### src/shared/alert_fmt_pkg.sv
// constants for the alert-mask and output-voltage format register block
package alert_fmt_pkg;

  // ---------------------------------------------------------------
  // command codes and selectors
  // ---------------------------------------------------------------
  localparam logic [7:0] CMD_ALERT_MASK  = 8'h1b;
  localparam logic [7:0] CMD_VOUT_FORMAT = 8'h20;
  localparam logic [7:0] SEL_COMM_MEM    = 8'h7e;
  localparam logic [7:0] SEL_OTHER       = 8'h7f;
  localparam logic [7:0] SEL_VENDOR      = 8'h80;

  // ---------------------------------------------------------------
  // communication/memory mask layout
  // ---------------------------------------------------------------
  localparam int BAD_COMMAND_MASK_BIT     = 7;
  localparam int BAD_PAYLOAD_MASK_BIT     = 6;
  localparam int PACKET_CHECK_MASK_BIT    = 5;
  localparam int MEMORY_FAULT_MASK_BIT    = 4;
  localparam int LINK_FAULT_MASK_BIT      = 1;
  localparam logic [7:0] COMM_WR_BITS     = 8'hf2;

  // ---------------------------------------------------------------
  // other-group mask layout
  // ---------------------------------------------------------------
  localparam int EARLIEST_ALERTER_MASK_BIT = 0;
  localparam logic [7:0] OTHER_FIXED       = 8'h01;

  // ---------------------------------------------------------------
  // vendor-group mask layout
  // ---------------------------------------------------------------
  localparam int POWERUP_RESET_MASK_BIT   = 7;
  localparam int SELF_CHECK_MASK_BIT      = 6;
  localparam int RESET_PIN_MASK_BIT       = 3;
  localparam int BACKCHANNEL_MASK_BIT     = 2;
  localparam int SYNC_FAULT_MASK_BIT      = 1;
  localparam logic [7:0] VENDOR_WR_BITS   = 8'hce;

  // ---------------------------------------------------------------
  // output-voltage format layout
  // ---------------------------------------------------------------
  localparam int RELATIVE_BIT             = 7;
  localparam int MODE_MSB                 = 6;
  localparam int MODE_LSB                 = 5;
  localparam int PARAM_MSB                = 4;
  localparam int PARAM_LSB                = 0;
  localparam logic [7:0] FORMAT_WR_BITS   = 8'h9f;
  localparam logic [1:0] MODE_LINEAR      = 2'h0;
  localparam logic signed [4:0] EXP_MAX   = -5'sd4;
  localparam logic signed [4:0] EXP_MIN   = -5'sd12;

  // ---------------------------------------------------------------
  // values held until the non-volatile image is loaded
  // ---------------------------------------------------------------
  localparam logic [7:0] COMM_RESET       = 8'hf2;
  localparam logic [7:0] VENDOR_RESET     = 8'hce;
  localparam logic [7:0] FORMAT_RESET     = 8'h14;

endpackage

### src/alert_fmt_regs.sv
// alert-mask registers, output-voltage format register and alert gating
`timescale 1ns/1ps

// Summary of operation
// - set mask bit blocks its alert source
// - comm mask writable bits 7,6,5,4,1
// - selectors 7Eh, 7Fh and 80h under command 1Bh
// - word write sets, process call reads mask
// - other mask reads 01h, read-only
// - vendor mask writable bits 7,6,3,2,1
// - unmasked self check may alert at power-up
// - unmasked sync may pulse alert on enable
// - format register at 20h, byte access
// - format writable only while conversion disabled
// - format is 2-bit mode, 5-bit parameter
// - mode picks format, parameter qualifies it
// - masks load from nvm, act at once
// - bit 7 relative, mode fixed linear 00b
// - linear exponent range -4 to -12
module alert_fmt_regs
  import alert_fmt_pkg::*;
(
  input  wire logic       sys_clk,          // system clock, 125 MHz
  input  wire logic       resetn,           // async reset, active low
  input  wire logic       nvm_load,         // pulse: copy nvm image into registers
  input  wire logic [7:0] nvm_comm_mask,    // stored comm/memory mask
  input  wire logic [7:0] nvm_vendor_mask,  // stored vendor mask
  input  wire logic [7:0] nvm_format,       // stored output-voltage format
  input  wire logic       wr_stb,           // pulse: host write transaction
  input  wire logic       rd_stb,           // pulse: host read transaction
  input  wire logic [7:0] cmd_code,         // command code
  input  wire logic [7:0] sel_code,         // selector byte for mask command
  input  wire logic [7:0] wr_data,          // data byte to write
  output logic            rd_valid,         // pulse: rd_data is valid
  output logic      [7:0] rd_data,          // read data byte
  output logic            cmd_refused,      // pulse: access not accepted
  input  wire logic       conversion_en,    // power conversion enabled
  input  wire logic [7:0] comm_status,      // comm/memory status conditions
  input  wire logic [7:0] other_status,     // other-group status conditions
  input  wire logic [7:0] vendor_status,    // vendor status conditions
  output logic      [7:0] comm_mask,        // current comm/memory mask
  output logic      [7:0] vendor_mask,      // current vendor mask
  output logic      [7:0] format_byte,      // current output-voltage format
  output logic            fmt_relative,     // relative data format selected
  output logic      [4:0] fmt_exponent,     // linear exponent
  output logic            fmt_exp_ok,       // exponent inside supported range
  output logic            alert_active,     // alert condition present
  input  wire logic       alert_in,         // alert pin level seen
  output logic            alert_out,        // alert pin drive value
  output logic            alert_oe,         // alert pin drive enable
  output logic            alert_line_low    // alert wire is pulled low
);

  // ---------------------------------------------------------------
  // register state
  // ---------------------------------------------------------------
  logic [7:0] comm_q,   comm_d;
  logic [7:0] vendor_q, vendor_d;
  logic [7:0] format_q, format_d;
  logic [7:0] rdata_q,  rdata_d;
  logic       rvalid_q, rvalid_d;
  logic       refuse_q, refuse_d;
  logic       alert_q,  alert_d;
  logic       line_q,   line_d;

  logic       hit_comm, hit_other, hit_vendor, hit_format;

  assign hit_comm   = (cmd_code == CMD_ALERT_MASK) && (sel_code == SEL_COMM_MEM);
  assign hit_other  = (cmd_code == CMD_ALERT_MASK) && (sel_code == SEL_OTHER);
  assign hit_vendor = (cmd_code == CMD_ALERT_MASK) && (sel_code == SEL_VENDOR);
  assign hit_format = (cmd_code == CMD_VOUT_FORMAT);

  // ---------------------------------------------------------------
  // write and read handling
  // ---------------------------------------------------------------
  always_comb begin
    comm_d   = comm_q;
    vendor_d = vendor_q;
    format_d = format_q;
    rdata_d  = rdata_q;
    rvalid_d = 1'b0;
    refuse_d = 1'b0;
    if (nvm_load) begin
      // stored image; read-only fields keep their fixed values
      comm_d   = nvm_comm_mask & COMM_WR_BITS;
      vendor_d = nvm_vendor_mask & VENDOR_WR_BITS;
      format_d = nvm_format & FORMAT_WR_BITS;
    end else if (wr_stb) begin
      if (hit_comm) begin
        comm_d = wr_data & COMM_WR_BITS;
      end else if (hit_vendor) begin
        vendor_d = wr_data & VENDOR_WR_BITS;
      end else if (hit_other) begin
        refuse_d = 1'b0;
      end else if (hit_format) begin
        if (conversion_en) begin
          refuse_d = 1'b1;
        end else begin
          format_d = wr_data & FORMAT_WR_BITS;
        end
      end else begin
        refuse_d = 1'b1;
      end
    end else if (rd_stb) begin
      rvalid_d = 1'b1;
      if (hit_comm) begin
        rdata_d = comm_q;
      end else if (hit_other) begin
        rdata_d = OTHER_FIXED;
      end else if (hit_vendor) begin
        rdata_d = vendor_q;
      end else if (hit_format) begin
        rdata_d = format_q;
      end else begin
        rdata_d  = 8'h00;
        refuse_d = 1'b1;
      end
    end
  end

  // ---------------------------------------------------------------
  // alert gating
  // ---------------------------------------------------------------
  always_comb begin
    // a set mask bit blocks its condition; unsupported comm and vendor bits never alert, other-group bits 7:1 always pass
    alert_d = (|(comm_status & COMM_WR_BITS & ~comm_q))
            | (|(other_status & ~OTHER_FIXED))
            | (|(vendor_status & VENDOR_WR_BITS & ~vendor_q));
    // alert_line_low follows the inverted alert pin level, one cycle later
    line_d  = ~alert_in;
  end

  always_ff @(posedge sys_clk or negedge resetn) begin
    if (!resetn) begin
      comm_q   <= COMM_RESET;
      vendor_q <= VENDOR_RESET;
      format_q <= FORMAT_RESET;
      rdata_q  <= 8'h00;
      rvalid_q <= 1'b0;
      refuse_q <= 1'b0;
      alert_q  <= 1'b0;
      line_q   <= 1'b0;
    end else begin
      comm_q   <= comm_d;
      vendor_q <= vendor_d;
      format_q <= format_d;
      rdata_q  <= rdata_d;
      rvalid_q <= rvalid_d;
      refuse_q <= refuse_d;
      alert_q  <= alert_d;
      line_q   <= line_d;
    end
  end

  // ---------------------------------------------------------------
  // outputs
  // ---------------------------------------------------------------
  assign rd_valid       = rvalid_q;
  assign rd_data        = rdata_q;
  assign cmd_refused    = refuse_q;
  assign comm_mask      = comm_q;
  assign vendor_mask    = vendor_q;
  assign format_byte    = format_q;
  assign fmt_relative   = format_q[RELATIVE_BIT];
  assign fmt_exponent   = format_q[PARAM_MSB:PARAM_LSB];
  assign fmt_exp_ok     = (format_q[MODE_MSB:MODE_LSB] == MODE_LINEAR)
                        && ($signed(format_q[PARAM_MSB:PARAM_LSB]) <= EXP_MAX)
                        && ($signed(format_q[PARAM_MSB:PARAM_LSB]) >= EXP_MIN);
  assign alert_active   = alert_q;
  assign alert_out      = 1'b0;
  assign alert_oe       = alert_q;
  assign alert_line_low = line_q;

endmodule

### config.mk
export PLATFORM = sky130hd
export DESIGN_NAME = alert_fmt_regs
export DESIGN_NICKNAME = d
export VERILOG_FILES = /design/src/shared/alert_fmt_pkg.sv /design/src/alert_fmt_regs.sv
export SDC_FILE = /design/constraint.sdc
export NUM_CORES = 1
export LEC_CHECK = 0
export BUFFER_PORTS_ARGS = -buffer_cell sky130_fd_sc_hd__buf_2
export CAP_MARGIN = 20
export CORE_UTILIZATION = 29
export CTS_CLUSTER_SIZE = 10
export DETAILED_ROUTE_END_ITERATION = 8
export MAX_ROUTING_LAYER = met4
export SYNTH_ARGS = -nofsm -noshare
export SYNTH_HDL_FRONTEND = slang
export SYNTH_SLANG_ARGS = --single-unit
### constraint.sdc
create_clock -name sys_clk -period 0.97 [get_ports sys_clk]
set_input_delay 0.0485 -clock sys_clk [delete_from_list [all_inputs] [get_ports sys_clk]]
set_output_delay 0.0485 -clock sys_clk [all_outputs]
set_load 0.01 [all_outputs]
**Yosys cells after proc, flatten, opt, wreduce, memory -nomap -nowiden**

Cells that the tools add are included.

- Order comparisons: 2
- Eq/ne operators: 9
- Multiplexer cells: 33
- Bitwise operators: 9
- Reductions and logical operators: 17

Operators by type and width:

| operator | number |
|---|---|
| 8-bit 2-to-1 mux | 18 |
| 8-bit bitwise AND | 2 |
| 8-bit by 7-bit equality test with 1-bit output (second input constant) | 2 |
| 8-bit inverter | 2 |
| 8-bit OR reduction | 2 |
| 1-bit 2-to-1 mux | 15 |
| 8-bit by 5-bit equality test with 1-bit output (second input constant) | 1 |
| 8-bit by 6-bit equality test with 1-bit output (second input constant) | 1 |
| 8-bit equality test (second input constant) | 1 |
| 2-bit inequality test (second input constant) | 4 |
| 2-bit nonzero test | 4 |
| 7-bit OR reduction | 1 |
| 3-bit AND reduction | 2 |
| 6-bit AND reduction | 1 |
| 5-bit >= comparator (second input constant) | 1 |
| 5-bit by 3-bit <= comparator with 1-bit output (second input constant) | 1 |
| 1-bit logical AND | 5 |
| 1-bit inverter | 3 |
| 2-bit zero test | 1 |
| 1-bit bitwise OR | 2 |
| 2-bit AND reduction | 1 |

- Register bits after elaboration: 36
- Word-level logic and storage cells: 78

**Logic depth before layout (Yosys ltp)**

- Word-level depth: 8
- Mapped depth: 6

**Least setup slack after synthesis**

No wires, ideal clock.

- Path type: input to register
- From: input sel_code[5]
- To: register vendor_q[7], in the netlist vendor_mask[7]
- Setup time: 0.082 ns
- Arrival time: 1.091 ns
- Setup slack: -0.203 ns
- Cell stages on the path: 4
- Buffers on the path: 0
- Cells stage by stage: or4b_4 -> or2_4 -> o21ai_1 -> a21oi_1

- Cells in the longest elaborated chain, start to end: 4
- Elaborated cells on any way between the ends: 7
- Those cells by class: eq/ne: 3; reduce/logical: 4

RTL lines:

| item | line | text |
|---|---|---|
| start, declared | alert_fmt_regs.sv:32 | `input wire logic [7:0] sel_code,` |
| 8-bit by 7-bit equality test with 1-bit output / 8-bit equality test (equally long branches) | alert_fmt_regs.sv:68, alert_fmt_regs.sv:70 |  |
| 1-bit logical AND, on equally long branches | alert_fmt_regs.sv:68, alert_fmt_regs.sv:70 |  |
| 2-bit inequality test (no line) / 2-bit nonzero test (equally long branches) | n/a |  |
| 3-bit AND reduction (no line) * | n/a |  |
| end signal, assigned | alert_fmt_regs.sv:145 | `vendor_q <= vendor_d;` |
| end, declared | alert_fmt_regs.sv:58 | `logic [7:0] vendor_q, vendor_d;` |

Every way passes the cells marked *; elsewhere a longest branch is shown, timed or not.
A chain may end at the register's enable or synchronous reset.

**Worst setup path in the final report**

- From: register format_q[2], in the netlist format_byte[2]
- To: output fmt_exp_ok

- Cells in the longest elaborated chain, start to end: 3
- Elaborated cells on any way between the ends: 4
- Those cells by class: order compare: 2; reduce/logical: 2

RTL lines:

| item | line | text |
|---|---|---|
| start, declared | alert_fmt_regs.sv:59 | `logic [7:0] format_q, format_d;` |
| start signal, assigned | alert_fmt_regs.sv:146 | `format_q <= format_d;` |
| 5-bit by 3-bit <= comparator with 1-bit output | alert_fmt_regs.sv:167 | `&& ($signed(format_q[PARAM_MSB:PARAM_LSB]) <= EXP_MAX)` |
| 1-bit logical AND | alert_fmt_regs.sv:167 |  |
| 1-bit logical AND * | alert_fmt_regs.sv:168 | `&& ($signed(format_q[PARAM_MSB:PARAM_LSB]) >= EXP_MIN);` |
| end, declared | alert_fmt_regs.sv:46 | `output logic fmt_exp_ok,` |

Marked as above.

==> impl_metrics.toml <==
[run_status]
status = "finished, violations left"
failed_checks = "negative setup slack"

[timing]
fin_crit_sh_pct = 128.2
hold_slack_ns = 0.001624
fmax_ghz = 0.8042
slew_violations = 0
fin_crit_ns = 1.243
final.setup.worst_slack_ns = -0.2734
final-hold-violation-count = 0
rsz0062_at_grt = "yes"
fin_skew_ns = 0.007983
setup_viol = 41

[pwr]
power_leakage_uw = 0.001629
power_uw = 3258
peakVddDrop_v = 0.0006309
power_density_mw_per_mm2 = 953.9

[clocking]
cts.root.buffer_cell = "clkbuf_8"
clk_latency_ns = 0.28
cts_inserted_buffers = 3
htreeDepth = 1
clock_sinks = 28
path_clk_slew_ns = 0.10
clk_path_buf_depth = 2
cts_tree = "done"

[worst_hold_path]
hold_path_end = "alert_active$_DFF_PN0_"
worstHoldStart = "vendor_status[2]"
hold-path-cell-count = 3
holdCritPathClass = "in -> reg"

[logic_synthesis]
ys_top_cells_by_count = "a21oi_1 (18), buf_4 (16), dfrtp_1 (16), inv_1 (16), nand2_1 (14)"
synth-edff-count = 0
synth_most_common_cell = "a21oi_1"
ys_ff_latch = 28
ys_types = 45
syn_area_per_cell_um2 = 9.311
synth.largest_area_cell = "dfrtp_1"
synth_top_area_share_pct = 21.83
syn_area_mm2 = 0.001834
ys_seq_area_share_pct = 39.02
synth_ff_type = "dfrtp_1"
synthCells = 197
yosysWarnings = 0
synthTopCellsByArea = "dfrtp_1 (22%), dfstp_2 (17%), buf_4 (6.5%), a41oi_1 (5.3%), a21oi_1 (4.9%)"
async_flop_share_pct = 100.0

[place]
post-dp-hpwl_mm = 4.491
dpl_cell_area_mm2 = 0.002571
gp_congestion = 0.7932
pre_cts_ws_ns = -0.3850
io_buffers = 99

[cells_and_area]
final_area_mm2 = 0.003416
num-fill-cells = 552
drive_above_1_share_pct = 70.17
antenna_cells = 0
areaGrowthSynthToFinish_pct = 86.22
fin_nets = 432

[floorplanning]
start_util_pct = 30.44
die-area_mm2 = 0.006647
rows = 28
fp.coreArea_mm2 = 0.006026
die_w_um = 81.53
die_h_um = 81.53
ios = 124

[run]
max_cap_viol_count = 0

[worst_setup_path]
path_class = "reg -> out"
r2r_setup_slack_ns = -0.19
end_kind = "output port"
cp_max_fo = 3
startpoint_type = "register"
worstPathArrival_ns = 1.19
reg2reg_depth = 3
cp_data_required_time_ns = 0.92
r2r_start = "comm_mask[7]$_DFFE_PN1P_"
r2r_end = "alert_active$_DFF_PN0_"

[drt]
first_pass_iters = 4
wl_met2_mm = 3.280
wl_met1_mm = 2.829
drc = 0
wire_per_inst_um = 15.16
drt-initial-drc-count = 92
viasPerCell = 4.883
ant_nets = 0
totalWireLength_mm = 6.475
highest_layer = "met4"
routed-wl-met3_um = 321
via_count = 2085

[global_routing]
grt_pass1_vias = 1986
grt_remaining_overflow = 0
antenna_found_initial = 0
grt_start_max_net_pins = 34
grt_pass1_wl_mm = 9.549
grtUsageTotal_pct = 19.50
cells by family (layout without fill, tap and decap cells):
logic type / count (synthesis) / in the layout / share of synthesized area, %
buffers and inverters: 41 / 187 / 13.98
other: 1 / 9 / 0.2044
AO/OA/AOI/OAI: 66 / 66 / 23.74
flip-flops: 28 / 28 / 39.02
AND/OR/NAND/NOR: 61 / 62 / 23.06
how the worst max path moves through the flow:
| stage | slack, ns | start | cells after the start | to |
|---|---|---|---|---|
| 3_5_place_dp | -0.38 | cmd_code[5] | 6 | rd_data[1]$_DFFE_PN0P_ |
| 2_1_floorplan | -0.20 | cmd_code[6] | 5 | comm_mask[1]$_DFFE_PN1P_ |
| 5_1_grt | -0.34 | format_byte[2]$_DFFE_PN1P_ | 3 | fmt_exp_ok |
| 4_1_cts | -0.25 | format_byte[2]$_DFFE_PN1P_ | 3 | fmt_exp_ok |
| 6_report | -0.27 | format_byte[2]$_DFFE_PN1P_ | 3 | fmt_exp_ok |
| 3_3_place_gp | -0.34 | cmd_code[5] | 6 | rd_data[1]$_DFFE_PN0P_ |
worst max-delay path: stages (launching register included):
cell,delay (ns)
dfstp_2,0.56
buf_4,0.11
o211a_1,0.13
buf_2,0.12
stage by stage:
step / util (%) / TNS [ns] / std cells
2_1_floorplan: - / -3.181 / 205
5_1_grt: 56.69 / -6.743 / 427
3_3_place_gp: 42.67 / -7.373 / 391
3_5_place_dp: 42.67 / -8.171 / 391
6_report: 56.69 / -5.184 / 427
4_1_cts: 52.62 / -3.390 / 419
state kept, by name, summed over array words and instances (netlist names):
register	cells
rd_data	8
format_byte	6
comm_mask	5
vendor_mask	5
alert_active	1
alert_line_low	1
cmd_refused	1
rd_valid	1
power breakdown:
part	leakage (µW)	internal [µW]	switching [µW]	total, µW
Clock	0.0000288	364	371	734
Sequential	0.000324	1280	70.5	1350
Combinational	0.00128	655	515	1170
Total	0.00163	2300	956	3260
timing repair:
item | in CTS | in global routing
gates resized for setup | 69 | 38
hold endpoints to repair | 28 | 0
setup buffers | 16 | 9
hold buffers | 5 | 0
cloned | 3 | 0
setup endpoints to repair | 34 | 47
pin swaps | 28 | 31
layout by cell type (no fill, tap or decap), drive strengths merged:
cell,n
a32oi,4
dfrtp,16
or2,2
a41oi,11
a31oi,5
nand2,14
and3,1
or4,2
clkbuf,4
nand4bb,2
nand3,1
o211ai,2
a221oi,4
dlygate4sd3,5
nor2,6
o21ai,15
inv,16
a211o,1
or4b,1
a21oi,18
o211a,1
conb,9
nand4,4
a22oi,1
or3,2
dfstp,12
o22ai,2
a211oi,1
buf,162
and2b,9
o21a,1
nor3,6
nand4b,1
nand2b,1
nor2b,9
nor4,1
routing by layer:
metal  vias to the layer above  track usage [%]
li1                       1007                -
met1                       989            25.88
met2                        85            31.50
met3                         4            1.556
met4                         0            6.071
met5                         -                -
final cells by class:
class                           count  area (µm²)  area share [%]
Inverter                           16       60.06           1.758
Timing Repair Buffer              167        1295           37.91
Tap cell                           75       93.84           2.747
Clock buffer                        4       55.05           1.612
Multi-Input combinational cell    137        1195           34.98
Sequential cell                    28       716.9           20.99
No activity file was read; power rests on OpenSTA's default activity.
